<file path="src/adcc_pkg.sv">
// Register map, field positions, reset values and state types
package adcc_pkg;
  // Byte offsets of the word registers
  localparam logic [7:0] OFF_CMD  = 8'h00;
  localparam logic [7:0] OFF_RES  = 8'h04;
  localparam logic [7:0] OFF_TIME = 8'h08;
  localparam logic [7:0] OFF_TEST = 8'h0C;
  localparam logic [7:0] OFF_STAT = 8'h10;
  localparam logic [7:0] OFF_MASK = 8'h14;
  // Field positions
  localparam int CMD_IMM   = 3;
  localparam int CMD_MODE  = 4;
  localparam int RES_BUSY  = 3;
  localparam int RES_VAL   = 6;
  localparam int IRQ_BADCH = 0;
  localparam int IRQ_DONE  = 5;
  localparam int TEST_EN   = 0;
  localparam int TEST_OFS  = 1;
  localparam int TIME_CONV = 4;
  // Lowest channel code that selects a present input
  localparam logic [2:0] MIN_CH = 3'h4;
  // Reset values
  localparam logic [7:0] CMD_RST  = 8'h00;
  localparam logic [7:0] TIME_RST = 8'h33;
  localparam logic [7:0] TEST_RST = 8'h01;
  localparam logic [7:0] MASK_RST = 8'h00;
  // Cycles from a new trial level to a settled, synchronised compare
  localparam logic [4:0] CMP_LAT  = 5'h03;
  localparam logic [9:0] SAR_MSB  = 10'h200;
  typedef enum logic [1:0] {
    MODE_8B     = 2'h0,
    MODE_10B    = 2'h1,
    MODE_THR_HI = 2'h2,
    MODE_THR_LO = 2'h3
  } adcc_mode_t;
  typedef enum logic [1:0] {
    ST_IDLE   = 2'b00,
    ST_SAMPLE = 2'b01,
    ST_CONV   = 2'b11,
    ST_DONE   = 2'b10
  } adcc_state_t;
endpackage

</file>
<file path="src/adcc_ctrl.sv">
// Converter command, result, timing and interrupt control over APB
// What this block does
// - Channel codes zero to three are refused as absent inputs
// - Command bit 3 clear waits for a start from the event array
// - Mode field picks 8-bit, 10-bit, threshold-high or threshold-low
// - Result shows channel, busy status and value; bits 5:4 read zero
// - Writing result high byte loads the threshold reference level
// - Sample and per-trial durations come from timing register; each trial adds CMP_LAT compare cycles
// - Test register enables conversions and holds offset compensation
// - Finished conversion sets pending bit 5 for an interrupt
module adcc_ctrl (
  input  wire logic        CLK,
  input  wire logic        SYS_RST,
  input  wire logic        PSEL,
  input  wire logic        PENABLE,
  input  wire logic        PWRITE,
  input  wire logic [7:0]  PADDR,
  input  wire logic [31:0] PWDATA,
  output logic [31:0]      PRDATA,
  output logic             PREADY,
  output logic             PSLVERR,
  input  wire logic        EVT_START,
  input  wire logic        CMP_ABOVE,
  output logic [2:0]       CHAN_SEL,
  output logic [9:0]       DAC_LEVEL,
  output logic             SAMPLE_EN,
  output logic             IRQ
);
  logic [7:0]  cmd_q;
  logic [7:0]  time_q;
  logic [7:0]  test_q;
  logic [7:0]  stat_q;
  logic [7:0]  mask_q;
  logic [7:0]  ref_q;
  logic [2:0]  res_ch_q;
  logic        sw_go_q;
  logic        armed_q;
  logic        cmp_m_q;
  logic        cmp_s_q;
  logic [31:0] prdata_q;
  logic [31:0] rdata;
  logic [7:0]  ev;
  logic        setup;
  logic        wr;
  logic        rd;
  logic        mapped;
  logic        cmd_wr;
  logic        cmd_ok;
  logic        bad_ch;
  logic        en;
  logic        start_c;
  logic        abort;
  logic        busy;
  logic        done;
  logic [9:0]  value;
  adcc_pkg::adcc_mode_t mode;

  // Bus phase decode
  assign setup = PSEL && !PENABLE;
  assign wr    = PSEL && PENABLE && PWRITE;
  assign rd    = PSEL && PENABLE && !PWRITE;
  assign mapped = (PADDR == adcc_pkg::OFF_CMD) ||
                  (PADDR == adcc_pkg::OFF_RES) ||
                  (PADDR == adcc_pkg::OFF_TIME) ||
                  (PADDR == adcc_pkg::OFF_TEST) ||
                  (PADDR == adcc_pkg::OFF_STAT) ||
                  (PADDR == adcc_pkg::OFF_MASK);
  assign PREADY  = 1'b1;
  assign PSLVERR = PSEL && PENABLE && !mapped;
  assign PRDATA  = prdata_q;

  // Command decode and start conditions
  assign cmd_wr = wr && (PADDR == adcc_pkg::OFF_CMD);
  assign bad_ch = cmd_wr && (PWDATA[2:0] < adcc_pkg::MIN_CH);
  assign cmd_ok = cmd_wr && !bad_ch;
  assign en     = test_q[adcc_pkg::TEST_EN];
  assign abort  = cmd_wr || !en;
  assign mode   = adcc_pkg::adcc_mode_t'(cmd_q[adcc_pkg::CMD_MODE +: 2]);
  assign start_c = en && !busy && !cmd_wr &&
                   (sw_go_q || (armed_q && EVT_START));

  // Comparator pin synchroniser
  always_ff @(posedge CLK) begin
    if (SYS_RST) begin
      cmp_m_q <= 1'b0;
      cmp_s_q <= 1'b0;
    end else begin
      cmp_m_q <= CMP_ABOVE;
      cmp_s_q <= cmp_m_q;
    end
  end

  // Command register
  always_ff @(posedge CLK) begin
    if (SYS_RST)     cmd_q <= adcc_pkg::CMD_RST;
    else if (cmd_wr) cmd_q <= PWDATA[7:0];
  end

  // Software start request and event arming
  always_ff @(posedge CLK) begin
    if (SYS_RST) begin
      sw_go_q <= 1'b0;
      armed_q <= 1'b0;
    end else if (cmd_wr) begin
      sw_go_q <= cmd_ok && PWDATA[adcc_pkg::CMD_IMM];
      armed_q <= cmd_ok && !PWDATA[adcc_pkg::CMD_IMM];
    end else if (start_c) begin
      sw_go_q <= 1'b0;
    end
  end

  // Timing, test and mask registers
  always_ff @(posedge CLK) begin
    if (SYS_RST) begin
      time_q <= adcc_pkg::TIME_RST;
      test_q <= adcc_pkg::TEST_RST;
      mask_q <= adcc_pkg::MASK_RST;
    end else if (wr) begin
      if (PADDR == adcc_pkg::OFF_TIME) time_q <= PWDATA[7:0];
      if (PADDR == adcc_pkg::OFF_TEST) test_q <= PWDATA[7:0];
      if (PADDR == adcc_pkg::OFF_MASK) mask_q <= PWDATA[7:0];
    end
  end

  // Threshold reference from the result high byte
  always_ff @(posedge CLK) begin
    if (SYS_RST) ref_q <= 8'h00;
    else if (wr && PADDR == adcc_pkg::OFF_RES) ref_q <= PWDATA[15:8];
  end

  // Channel of the conversion in progress
  always_ff @(posedge CLK) begin
    if (SYS_RST)      res_ch_q <= 3'h0;
    else if (start_c) res_ch_q <= cmd_q[2:0];
  end
  assign CHAN_SEL = res_ch_q;

  // Events into sticky status
  always_comb begin
    ev = 8'h00;
    ev[adcc_pkg::IRQ_DONE]  = done;
    ev[adcc_pkg::IRQ_BADCH] = bad_ch;
  end

  // Read clears only bits already returned; new events win
  always_ff @(posedge CLK) begin
    if (SYS_RST) begin
      stat_q <= 8'h00;
    end else if (rd && PADDR == adcc_pkg::OFF_STAT) begin
      stat_q <= (stat_q & ~prdata_q[7:0]) | ev;
    end else begin
      stat_q <= stat_q | ev;
    end
  end

  // Level interrupt from unmasked status
  assign IRQ = |(stat_q & mask_q);

  // Read data selection
  always_comb begin
    rdata = 32'h0000_0000;
    case (PADDR)
      adcc_pkg::OFF_CMD:  rdata[7:0] = cmd_q;
      adcc_pkg::OFF_RES:  rdata[15:0] = {value, 2'b00, busy, res_ch_q};
      adcc_pkg::OFF_TIME: rdata[7:0] = time_q;
      adcc_pkg::OFF_TEST: rdata[7:0] = test_q;
      adcc_pkg::OFF_STAT: rdata[7:0] = stat_q;
      adcc_pkg::OFF_MASK: rdata[7:0] = mask_q;
      default:            rdata = 32'h0000_0000;
    endcase
  end

  // Read data captured in the setup cycle
  always_ff @(posedge CLK) begin
    if (SYS_RST)    prdata_q <= 32'h0000_0000;
    else if (setup) prdata_q <= PWRITE ? 32'h0000_0000 : rdata;
  end

  // Conversion engine
  adcc_sar u_sar (
    .clk        (CLK),
    .rst        (SYS_RST),
    .start      (start_c),
    .abort      (abort),
    .mode       (mode),
    .sample_len (time_q[3:0]),
    .bit_len    (time_q[adcc_pkg::TIME_CONV +: 4]),
    .ofs        (test_q[adcc_pkg::TEST_OFS +: 4]),
    .ref_level  (ref_q),
    .cmp_above  (cmp_s_q),
    .busy       (busy),
    .done       (done),
    .sampling   (SAMPLE_EN),
    .value      (value),
    .dac_level  (DAC_LEVEL)
  );
endmodule

</file>
<file path="src/adcc_sar.sv">
// Successive approximation sequencer with threshold compare
module adcc_sar (
  input  wire logic                 clk,
  input  wire logic                 rst,
  input  wire logic                 start,
  input  wire logic                 abort,
  input  wire adcc_pkg::adcc_mode_t mode,
  input  wire logic [3:0]           sample_len,
  input  wire logic [3:0]           bit_len,
  input  wire logic [3:0]           ofs,
  input  wire logic [7:0]           ref_level,
  input  wire logic                 cmp_above,
  output logic                      busy,
  output logic                      done,
  output logic                      sampling,
  output logic [9:0]                value,
  output logic [9:0]                dac_level
);
  adcc_pkg::adcc_state_t state_q;
  logic [4:0] cnt_q;
  logic [3:0] bit_q;
  logic [9:0] sar_q;
  logic [4:0] seen_q;
  logic       thr;
  logic       last;
  logic       hit;

  // Mode decode
  assign thr  = mode[1];
  assign last = (mode == adcc_pkg::MODE_8B) ? (bit_q == 4'h2)
                                            : (bit_q == 4'h0);
  assign hit  = (mode == adcc_pkg::MODE_THR_HI) ? cmp_above : !cmp_above;
  assign busy     = (state_q != adcc_pkg::ST_IDLE);
  assign done     = (state_q == adcc_pkg::ST_DONE);
  assign sampling = (state_q == adcc_pkg::ST_SAMPLE);

  // Sample, trial and decide sequence
  always_ff @(posedge clk) begin
    if (rst || abort) begin
      state_q <= adcc_pkg::ST_IDLE;
      cnt_q   <= 5'h00;
      bit_q   <= 4'h9;
      sar_q   <= 10'h000;
    end else begin
      unique case (state_q)
        adcc_pkg::ST_IDLE: if (start) begin
          state_q <= adcc_pkg::ST_SAMPLE;
          cnt_q   <= {1'b0, sample_len};
          bit_q   <= 4'h9;
          sar_q   <= thr ? {ref_level, 2'b00} : adcc_pkg::SAR_MSB;
        end
        adcc_pkg::ST_SAMPLE: if (cnt_q == 5'h00) begin
          state_q <= adcc_pkg::ST_CONV;
          cnt_q   <= {1'b0, bit_len} + adcc_pkg::CMP_LAT;
        end else begin
          cnt_q <= cnt_q - 5'h01;
        end
        adcc_pkg::ST_CONV: if (cnt_q != 5'h00) begin
          cnt_q <= cnt_q - 5'h01;
        end else if (thr) begin
          // Only a crossing completes, otherwise resample
          if (hit) begin
            state_q <= adcc_pkg::ST_DONE;
          end else begin
            state_q <= adcc_pkg::ST_SAMPLE;
            cnt_q   <= {1'b0, sample_len};
          end
        end else begin
          sar_q[bit_q] <= cmp_above;
          if (last) begin
            state_q <= adcc_pkg::ST_DONE;
          end else begin
            sar_q[bit_q - 4'h1] <= 1'b1;
            bit_q <= bit_q - 4'h1;
            cnt_q <= {1'b0, bit_len} + adcc_pkg::CMP_LAT;
          end
        end
        adcc_pkg::ST_DONE: state_q <= adcc_pkg::ST_IDLE;
      endcase
    end
  end

  // Result and trial level with offset compensation
  always_ff @(posedge clk) begin
    if (rst) begin
      value     <= 10'h000;
      dac_level <= 10'h000;
    end else begin
      if (done) value <= sar_q;
      dac_level <= sar_q + {{6{ofs[3]}}, ofs};
    end
  end

  // Length of the sampling window seen so far
  always_ff @(posedge clk) begin
    if (rst || !sampling) seen_q <= 5'h00;
    else                  seen_q <= seen_q + 5'h01;
  end
endmodule
</file>
<file path="config.mk">
export PLATFORM = sky130hd
export DESIGN_NAME = adcc_ctrl
export DESIGN_NICKNAME = d
export VERILOG_FILES = /design/src/adcc_pkg.sv /design/src/adcc_ctrl.sv /design/src/adcc_sar.sv
export SDC_FILE = /design/constraint.sdc
export NUM_CORES = 1
export LEC_CHECK = 0
export ABC_AREA = 1
export BUFFER_PORTS_ARGS = -buffer_cell sky130_fd_sc_hd__buf_2
export CAP_MARGIN = 15
export CORE_ASPECT_RATIO = 1.75
export CORE_MARGIN = 2
export CORE_UTILIZATION = 61
export CTS_CLUSTER_SIZE = 40
export DETAILED_ROUTE_END_ITERATION = 12
export PLACE_DENSITY = 0.84
export SYNTH_ARGS = -nofsm -noshare
export SYNTH_HDL_FRONTEND = slang
export SYNTH_SLANG_ARGS = --single-unit
export TNS_END_PERCENT = 10
</file>
<file path="constraint.sdc">
create_clock -name CLK -period 4.54 [get_ports CLK]
set_input_delay 0.908 -clock CLK [delete_from_list [all_inputs] [get_ports CLK]]
set_output_delay 0.908 -clock CLK [all_outputs]
set_load 0.01 [all_outputs]
</file>
Yosys cells after proc, flatten, opt, wreduce, memory -nomap -nowiden
Index checks and enable logic that the tools add are counted.
- bits in registers: 128
- input port bits: 47
- output and inout bits: 49
- word-level logic and storage cells: 142
- add/sub/neg operators: 4
- magnitude comparators: 5
- equal/unequal tests: 18
- muxes and demuxes: 38
- bitwise gates (word level): 6
- reduce and logical (&&, ||, !) cells: 53
- operators by type and width (cell ; count):
    $mux 10 ; 5
    $pmux 8 s6 ; 1
    $mux 5 ; 6
    $pmux 10 s2 ; 1
    $logic_and 1x1->1 ; 18
    $and 8x8->8 ; 2
    $eq 8x4->1 const B ; 2
    $eq 8x5->1 const B ; 2
    $mux 16 ; 1
    $mux 4 ; 4
    $mux 8 ; 2
    $or 8x6->8 ; 2
    $pmux 5 s3 ; 1
    $mux 2 ; 6
    $reduce_and 4->1 ; 3
    $add 10x10->10 ; 1
    $bwmux 10 ; 1
    $lt 4x5->1 const B ; 2
    $or 10x10->10 ; 1
    $logic_not 1->1 ; 9
    $demux 1 s4 ; 2
    $eq 8x3->1 const B ; 1
    $ge 4x1->1 const B ; 2
    $logic_not 8->1 ; 1
    other kinds (25) ; 48

Longest topological paths before layout
Gate-level depths: netlist of the first run.
- word-level depth: 10
- depth in mapped cells: 12
- gate-level depth less buffers: 11

Hierarchy
Synthesis of the first run repeated with hierarchy kept, for this count alone.
- cells, all modules: 878
- area, all modules: 6068.3 µm²
- modules (own cells, without submodules) (module ; instances ; cells an instance ; area each (µm²) ; sequential area each (µm²)):
    adcc_ctrl ; 1 ; 476 ; 3350.7 ; 1421.4
    adcc_sar ; 1 ; 402 ; 2717.6 ; 820.8

Least setup slack after synthesis of the first run
No wires, ideal clock.
- kind: input-to-output
- start: in PADDR[7]
- end: out PSLVERR
- arrival: 1.658 ns
- required time: 3.632 ns
- slack: 1.974 ns
- cell stages on the path: 6
- path buffers: 0
- cells stage by stage: nor2_1 nand2_1 nor2_1 o21ai_0 inv_1 nor2_1
- word-level cells in the longest chain between the ends: 8
- elaborated cells on any way between the ends: 13
- classes of those cells: eq/ne: 5; reduce/logical: 8
- RTL lines (what ; RTL line ; text):
    start, declared ; adcc_ctrl.sv:17 ; input wire logic [7:0] PADDR,
    $eq 8x3->1 or $logic_not 8->1 (tied branches) ; adcc_ctrl.sv:63, adcc_ctrl.sv:62 ;
    $logic_or 1x1->1 ; adcc_ctrl.sv:62 ; assign mapped = (PADDR == adcc_pkg::OFF_CMD) ||
    $logic_or 1x1->1 ; adcc_ctrl.sv:63 ; (PADDR == adcc_pkg::OFF_RES) ||
    $logic_or 1x1->1 ; adcc_ctrl.sv:64 ; (PADDR == adcc_pkg::OFF_TIME) ||
    $logic_or 1x1->1 ; adcc_ctrl.sv:65 ; (PADDR == adcc_pkg::OFF_TEST) ||
    $logic_or 1x1->1 (*) ; adcc_ctrl.sv:66 ; (PADDR == adcc_pkg::OFF_STAT) ||
    $logic_not 1->1 (*) ; adcc_ctrl.sv:69 ; assign PSLVERR = PSEL && PENABLE && !mapped;
    $logic_and 1x1->1 (*) ; adcc_ctrl.sv:69 ;
    end, declared ; adcc_ctrl.sv:21 ; output logic PSLVERR,
Every way passes the cells marked *; elsewhere a longest branch is shown, timed or not.

Final worst setup path of the first run
Ends and elaborated chain as after synthesis.

==> impl_summary.txt, run 1 <==
----------------------------------------------------
[Clock network]
  Clock tree from TritonCTS ... done
  Clock transition at the register clock pins on the worst setup and hold paths after CTS ... 0.07 ns
  Post-CTS Setup Bufs ... 0
  Clock latency of the later-clocked register in the worst-skew pair ... 0.35 ns
  Clock sink total ... 112
  Maximum level of the CTS H-tree ... 3
  Count of instances resized after the clock tree is built ... 0
  Library cell used as clock root buffer ... sky130_fd_sc_hd__clkbuf_16
  Number of buffers on the longest clock path ... 2
  # hold bufs at CTS ... 0
  Number of buffers created by CTS ... 9

[Layout]
  Leading cell type in the layout, fill and taps excluded ... sky130_fd_sc_hd__nand2_1
  Most frequent cells in the layout ... sky130_fd_sc_hd__nand2_1 (180), sky130_fd_sc_hd__dfxtp_1 (112), sky130_fd_sc_hd__nor2_1 (105)
  Share of post-route cells with drive strength above 1 ... 0.1245
  Diode insertion count for antenna repair ... 0
  Number of nets at the end of the flow ... 986
  P&R area growth vs syn ... 10.00%
  Final non-filler cell area ... 0.006604 mm^2
  Core Util, Final ... 0.6932

[GRT]
  Grt met3 use ... 0.05067
  Vias in the first global route ... 5349
  Wire length of the first global-routing pass ... 24.71 mm
  Global-route track usage on met1 ... 0.3056
  Grt met2 use ... 0.5217
  Pin count of the biggest net entering global routing ... 59
  Number of antenna violations at the first check in global routing ... 0
  Global-route usage over all layers ... 0.2946
  Total congestion overflow after global routing ... 0
  Busiest metal layer after global routing ... met2

[STA]
  Fraction of the cycle the final worst path needs ... 0.6601
  Slew at the pin with the worst max-slew slack ... 0.8871 ns
  Worst clock skew ... 0.007197 ns
  TNS Setup ... 0 ns
  Fmax ... 333.7 MHz
  Crit path time final ... 2.997 ns
  Setup repair after global routing missed its margin ... false
  Final Hold Fails ... 0
  Number of max-slew violations in the final report ... 0
  Worst rel slew slack ... 0.4037
  # setup viols final ... 0

[Floorplanning]
  Die width ... 78.99 um
  Vertical die dimension ... 135.2 um
  Die area ... 0.01068 mm^2
  Initial core utilization ... 0.6302
  Placeable core area ... 0.009527 mm^2
  I/O pin count ... 96
  Cell Rows ... 47

[Drt]
  Antenna violation net count after detailed routing ... 0
  Number of violations reported at the end of detailed-routing iteration 0 ... 363
  First-pass iteration count of the detailed router ... 5
  Remaining DRCs ... 0
  Via count of the routed design ... 5751
  Wirelength per Cell ... 14.49 um
  Routed wire length ... 15.15 mm
  Vias per Instance ... 5.498

[Critical path]
  Cell-by-cell trace of the critical path ... buf_2, nor2_1, nand2_4, inv_2, o21ai_0, inv_1, nor2_1, buf_2
  Largest fanout on the critical path ... 18
  Highest-delay cell along the critical path ... sky130_fd_sc_hd__inv_2
  Slowest stage delay, CP ... 0.25 ns
  Nature of the critical path startpoint ... input pin
  Critical Path AT ... 2.09 ns
  Type of element capturing the critical path ... primary output
  Crit Path Category ... input pin to primary output
  Required time reported for the critical path endpoint ... 3.63 ns

[Power]
  Switching component of the power ... 0.0009158 W
  PD cells ... 397.3 mW/mm^2
  Peak supply drop ... 0.3308 mV
  Clock power share ... 0.316
  Combinational share of power ... 0.260
  Leakage power ... 3.015 nW
  Switching power share of the total ... 0.3491
  Seq pwr share ... 0.424
  Internal Pwr Total ... 0.001708 W

[Synthesis]
  Post-synth cell types ... 47
  Ys Warns ... 0
  Post-synth top flop ... sky130_fd_sc_hd__dfxtp_1
  Async set-reset flop share out of synthesis ... 0
  Cell area after synthesis ... 0.006003 mm^2
  Number of synthesized flops with an enable pin ... 0
  Seq cells post-synth ... 112
  Mean area per synthesized cell ... 6.892 um^2
  Gate count after technology mapping ... 871
  Sequential fraction of the synthesis area ... 0.3735

[Place]
  Input/output buffers ... 62
  Gp weighted congestion ... 0.9929
  Instance area at placement ... 0.006292 mm^2
  DP Wirelength ... 11.58 mm

[Job]
  Number of max-capacitance violations reported ... 0

[Run status]
  Result of the run ... finished clean

[Min path]
  Path class of the lowest-slack min-delay path ... flip-flop to flip-flop

----------------------------------------------------
==> metrics by stage <==
step           power, W  std cells  worst slack (ns)  hold WS (ns)
4_1_cts        0.002629       1046             1.544        0.4165
6_report       0.002624       1046             1.543        0.4183
5_1_grt        0.002771       1046             1.436        0.4258
3_5_place_dp   0.001803       1030             1.540        0.4030
3_3_place_gp   0.001792       1030             1.554        0.4013
2_1_floorplan  0.001663        886             1.974        0.3883
==> critical path: cells and delay by family <==
family,cells,cell delay [ns]
AOI/OAI and AO/OA,1,0.22
buffers and inverters,4,0.57
and+or+nand+nor,3,0.38
==> layer usage <==
metal / share of wire / wire length, um
met5: 0 / 0
met4: 0.070 / 1058
met3: 0.041 / 627
met2: 0.51 / 7721
met1: 0.38 / 5746
==> logic make-up (layout without fill, tap and decap cells) <==
kind of cell / Yosys count / after routing / synth area share
simple gates: 402 / 402 / 0.2974
compound gates: 186 / 186 / 0.1717
buf+inv: 143 / 181 / 0.1044
flops: 112 / 112 / 0.3735
fa+ha+maj: 20 / 20 / 0.04294
xor+xnor: 6 / 6 / 0.008754
other cells: 2 / 17 / 0.001251
==> path summary, 6_finish.rpt <==
path | slack [ns] | to | from | cells after the start
setup / recovery | 1.54 | PSLVERR | PADDR[7] | 8
hold / removal | 0.42 | cmp_s_q$_SDFF_PP0_ | cmp_m_q$_SDFF_PP0_ | 2
setup reg to reg | 2.46 | u_sar.sar_q[9]$_SDFFE_PP0P_ | u_sar.bit_q[0]$_SDFFE_PP1P_ | 11
hold reg to reg | 0.42 | cmp_s_q$_SDFF_PP0_ | cmp_m_q$_SDFF_PP0_ | 2
==> synth_stat cells (3+ instances only) <==
master | n | area [um^2]
sky130_fd_sc_hd__nor3_1 | 10 | 50.05
sky130_fd_sc_hd__a21oi_2 | 7 | 61.31
sky130_fd_sc_hd__nand3b_1 | 4 | 30.03
sky130_fd_sc_hd__nand3_1 | 81 | 405.4
sky130_fd_sc_hd__buf_4 | 18 | 135.1
sky130_fd_sc_hd__buf_2 | 4 | 20.02
sky130_fd_sc_hd__o21ai_1 | 3 | 15.01
sky130_fd_sc_hd__ha_1 | 19 | 237.7
sky130_fd_sc_hd__a21oi_1 | 76 | 380.4
sky130_fd_sc_hd__nor2_1 | 105 | 394.1
sky130_fd_sc_hd__nand2_1 | 180 | 675.7
sky130_fd_sc_hd__dfxtp_1 | 112 | 2242
sky130_fd_sc_hd__o21ai_0 | 79 | 395.4
sky130_fd_sc_hd__inv_1 | 91 | 341.6
sky130_fd_sc_hd__clkbuf_1 | 18 | 67.56
sky130_fd_sc_hd__nand2_2 | 3 | 18.77
sky130_fd_sc_hd__xor2_1 | 5 | 43.79
sky130_fd_sc_hd__nand4_1 | 5 | 31.28
sky130_fd_sc_hd__o211ai_1 | 7 | 52.55
sky130_fd_sc_hd__nor3_4 | 3 | 48.80
sky130_fd_sc_hd__inv_2 | 7 | 26.28
==> power by group through the flow <==
| stage | clock network (W) | logic (W) | registers (W) |
|---|---|---|---|
| after CTS | 0.000837 | 0.000681 | 0.00111 |
| after floorplan | 0 | 0.000545 | 0.00112 |
| after detailed placement | 0 | 0.000669 | 0.00113 |
| after global placement | 0 | 0.000659 | 0.00113 |
| final | 0.000829 | 0.000681 | 0.00111 |
| after global routing | 0.000880 | 0.000769 | 0.00112 |
==> area by class of cell <==
type | count | area [um^2]
sequential | 112 | 2242
tap | 122 | 152.6
multi-input combinational | 631 | 3191
clock inverter | 7 | 86.33
inverter | 101 | 381.6
timing repair buffer | 64 | 325.3
clock buffer | 9 | 225.2
fill | 867 | 2923
==> sequential cells by signal (all words and copies together) (netlist names) <==
register	count
u_sar.state_q	2
u_sar.dac_level	10
u_sar.cnt_q	5
ref_q	8
u_sar.value	10
u_sar.sar_q	10
test_q	8
PRDATA	16
cmp_m_q	1
cmd_q	8
armed_q	1
time_q	8
cmp_s_q	1
u_sar.bit_q	4
sw_go_q	1
CHAN_SEL	3
stat_q	8
mask_q	8
Note: power is estimated with default switching activity, not from simulation.
==> run 2: changes to the inputs <==
--- a/config.mk
+++ b/config.mk
@@ -10,10 +10,10 @@
 export CAP_MARGIN = 15
 export CORE_ASPECT_RATIO = 1.75
 export CORE_MARGIN = 2
-export CORE_UTILIZATION = 61
+export CORE_UTILIZATION = 57
 export CTS_CLUSTER_SIZE = 40
 export DETAILED_ROUTE_END_ITERATION = 12
-export PLACE_DENSITY = 0.84
+export PLACE_DENSITY = 0.79
 export SYNTH_ARGS = -nofsm -noshare
 export SYNTH_HDL_FRONTEND = slang
 export SYNTH_SLANG_ARGS = --single-unit
==> constraint.sdc (replaced) <==
create_clock -name CLK -period 3.1 [get_ports CLK]
set_input_delay 0.62 -clock CLK [delete_from_list [all_inputs] [get_ports CLK]]
set_output_delay 0.62 -clock CLK [all_outputs]
set_load 0.01 [all_outputs]
==> run 2 against run 1 <==
  * Final cell count rose by 0.76%
  * Via count down 0.47%
  * Combinational power up 48%
  * Setup slack worse by 0.88 ns
  * Global-route usage is 1.8 points lower
  * Core utilization fell by 4.5 points
  * Register-to-register slack got worse by 1.3 ns
  * Largest power group unchanged
==> impl_summary.txt, run 2 (synthesis gave the netlist of run 1 again) <==
----------------------------------------------------
[Run status]
  Result of the run ... finished clean

[Clock network]
  # hold bufs at CTS ... 0 (unchanged)
  Clock latency of the later-clocked register in the worst-skew pair ... 0.35 ns (about the same)
  Post-CTS Setup Bufs ... 0 (unchanged)
  Library cell used as clock root buffer ... sky130_fd_sc_hd__clkbuf_16
  Clock transition at the register clock pins on the worst setup and hold paths after CTS ... 0.07 ns (about the same)
  Clock tree from TritonCTS ... done
  Number of buffers on the longest clock path ... 2 (unchanged)
  Clock sink total ... 112 (unchanged)
  Maximum level of the CTS H-tree ... 3 (unchanged)
  Number of buffers created by CTS ... 9 (unchanged)
  Count of instances resized after the clock tree is built ... 0 (unchanged)

[Power]
  Leakage power ... 3.021 nW (+0.21%)
  PD cells ... 577.2 mW/mm^2 (+45%)
  Peak supply drop ... 0.3903 mV (+18%)

[GRT]
  Number of antenna violations at the first check in global routing ... 0 (unchanged)
  Wire length of the first global-routing pass ... 24.70 mm (about the same)
  Global-route usage over all layers ... 0.2769 (-0.01764)
  Total congestion overflow after global routing ... 0 (unchanged)
  Vias in the first global route ... 5212 (-2.6%)
  Pin count of the biggest net entering global routing ... 49 (-17%)

[Drt]
  Via count of the routed design ... 5724 (-0.47%)
  Number of violations reported at the end of detailed-routing iteration 0 ... 342 (-5.8%)
  Remaining DRCs ... 0 (unchanged)
  First-pass iteration count of the detailed router ... 5 (unchanged)
  Vias per Instance ... 5.431 (-1.2%)
  Antenna violation net count after detailed routing ... 0 (unchanged)
  Routed wire length ... 15.18 mm (+0.14%)
  Wirelength per Cell ... 14.40 um (-0.62%)

[Critical path]
  Slowest stage delay, CP ... 0.26 ns (about the same)
  Nature of the critical path startpoint ... input pin
  Critical Path AT ... 1.82 ns (-0.27 ns)
  Largest fanout on the critical path ... 18 (unchanged)
  R2r startpoint ... u_sar.bit_q[0]$_SDFFE_PP1P_
  Required time reported for the critical path endpoint ... 2.48 ns (-1.15 ns)
  Crit Path Category ... input pin to primary output
  Cell family contributing the most delay on the critical path ... buffers and inverters
  Highest-delay cell along the critical path ... sky130_fd_sc_hd__inv_2
  Reg2Reg Depth ... 11 (unchanged)
  Worst path buffer plus inverter count ... 4 (unchanged)
  Setup slack of the worst register-to-register path ... 1.13 ns (-1.33 ns)
  Type of element capturing the critical path ... primary output
  R2R Path End ... u_sar.sar_q[9]$_SDFFE_PP0P_
  Cell-by-cell trace of the critical path ... buf_2, nor2_1, nand2_4, inv_2, o21ai_0, inv_1, nor2_1, buf_2

[Floorplanning]
  Die width ... 81.58 um (+3.3%)
  Vertical die dimension ... 139.8 um (+3.3%)
  Placeable core area ... 0.01024 mm^2 (+7.5%)
  I/O pin count ... 96 (unchanged)
  Die area ... 0.01140 mm^2 (+6.7%)
  Cell Rows ... 49 (+4.3%)
  Initial core utilization ... 0.5863 (-0.04382)

[Layout]
  Leading cell type in the layout, fill and taps excluded ... sky130_fd_sc_hd__nand2_1
  Diode insertion count for antenna repair ... 0 (unchanged)
  Most frequent cells in the layout ... sky130_fd_sc_hd__nand2_1 (180), sky130_fd_sc_hd__dfxtp_1 (112), sky130_fd_sc_hd__nor2_1 (105)
  Number of nets at the end of the flow ... 989 (+0.30%)
  Number of flip-flops under the largest register name ... 16 (unchanged)
  P&R area growth vs syn ... 10.55%
  Final non-filler cell area ... 0.006636 mm^2 (+0.49%)
  Share of post-route cells with drive strength above 1 ... 0.1262 (+0.001755)
  Number of filler cells placed in the layout ... 948 (+9.3%)

[Place]
  DP Wirelength ... 11.63 mm (+0.51%)
  Gp weighted congestion ... 0.9512 (-4.2%)
  Instance area at placement ... 0.006334 mm^2 (+0.66%)
  Input/output buffers ... 62 (unchanged)

[STA]
  TNS Setup ... 0 ns (unchanged)
  Setup repair after global routing missed its margin ... false
  Final Hold Fails ... 0 (unchanged)
  Slew at the pin with the worst max-slew slack ... 0.6067 ns (-0.2804 ns)
  Hold Slack ... 0.4254 ns (+0.007100 ns)
  Worst clock skew ... 0.005221 ns (-0.001977 ns)
  Number of max-slew violations in the final report ... 0 (unchanged)
  Fraction of the cycle the final worst path needs ... 0.7876
  Worst rel slew slack ... 0.5951 (+0.1914)
  Fmax ... 409.6 MHz
  Crit path time final ... 2.441 ns
  # setup viols final ... 0 (unchanged)

[Min path]
  Worst min-delay path startpoint ... cmp_m_q$_SDFF_PP0_
  Path class of the lowest-slack min-delay path ... flip-flop to flip-flop
  Endpoint of the worst hold-timing path ... cmp_s_q$_SDFF_PP0_
  Cell depth of the worst hold path ... 2 (unchanged)

[Job]
  Number of max-capacitance violations reported ... 0 (unchanged)

----------------------------------------------------
run 2: final cells by class:
cell class              instances  area, um^2  share of cell area
repair buffers                 67       360.3             0.05430
clock inverters                 6       73.82             0.01112
multi-input cells             631        3191              0.4808
flip-flops and latches        112        2242              0.3379
well taps                     127       158.9             0.02394
inverters                     101       381.6             0.05750
clock buffers                  10       229.0             0.03450
run 2: worst register-to-register path: cells and delay by family, from the launching register on:
family | cells | cell delay (ns)
adder cells (fa/ha/maj) | 1 | 0.30
flip-flops | 1 | 0.45
AND/OR/NAND/NOR | 8 | 0.91
buffers and inverters | 1 | 0.15
AO/OA/AOI/OAI | 1 | 0.09
run 2: per-stage QoR:
| stage | util | total power, W | setup slack, ns | cells |
|---|---|---|---|---|
| 2_1_floorplan | - | 0.002435 | 1.110 | 886 |
| 3_3_place_gp | 0.6186 | 0.002632 | 0.6835 | 1038 |
| 3_5_place_dp | 0.6186 | 0.002655 | 0.6416 | 1038 |
| 4_1_cts | 0.6482 | 0.003833 | 0.6430 | 1054 |
| 5_1_grt | 0.6482 | 0.004058 | 0.5288 | 1054 |
| 6_report | 0.6482 | 0.003830 | 0.6585 | 1054 |
run 2: report_power, final:
group	total, W	switching [W]	internal [W]
clock network	0.00119	0.000555	0.000639
registers	0.00163	0.0000858	0.00154
logic	0.00101	0.000693	0.000313
total	0.00383	0.00133	0.00250
run 2: how the worst max path moves through the flow:
stage,startpoint,cells after the start,slack [ns],end
final,PADDR[7],8,0.66,PSLVERR
after global routing,PADDR[7],8,0.53,PSLVERR
after CTS,PADDR[7],8,0.64,PSLVERR
after detailed placement,PADDR[7],8,0.64,PSLVERR
after global placement,PADDR[7],8,0.68,PSLVERR
after floorplan,PADDR[7],6,1.11,PSLVERR
run 2: layer usage:
layer | vias up | GRT usage | part of all wire
met3 | 46 | 0.03761 | 0.038
li1 | 2922 | - | -
met5 | - | 0 | 0
met2 | 161 | 0.4944 | 0.52
met1 | 2595 | 0.3052 | 0.39
met4 | 0 | 0.1491 | 0.048
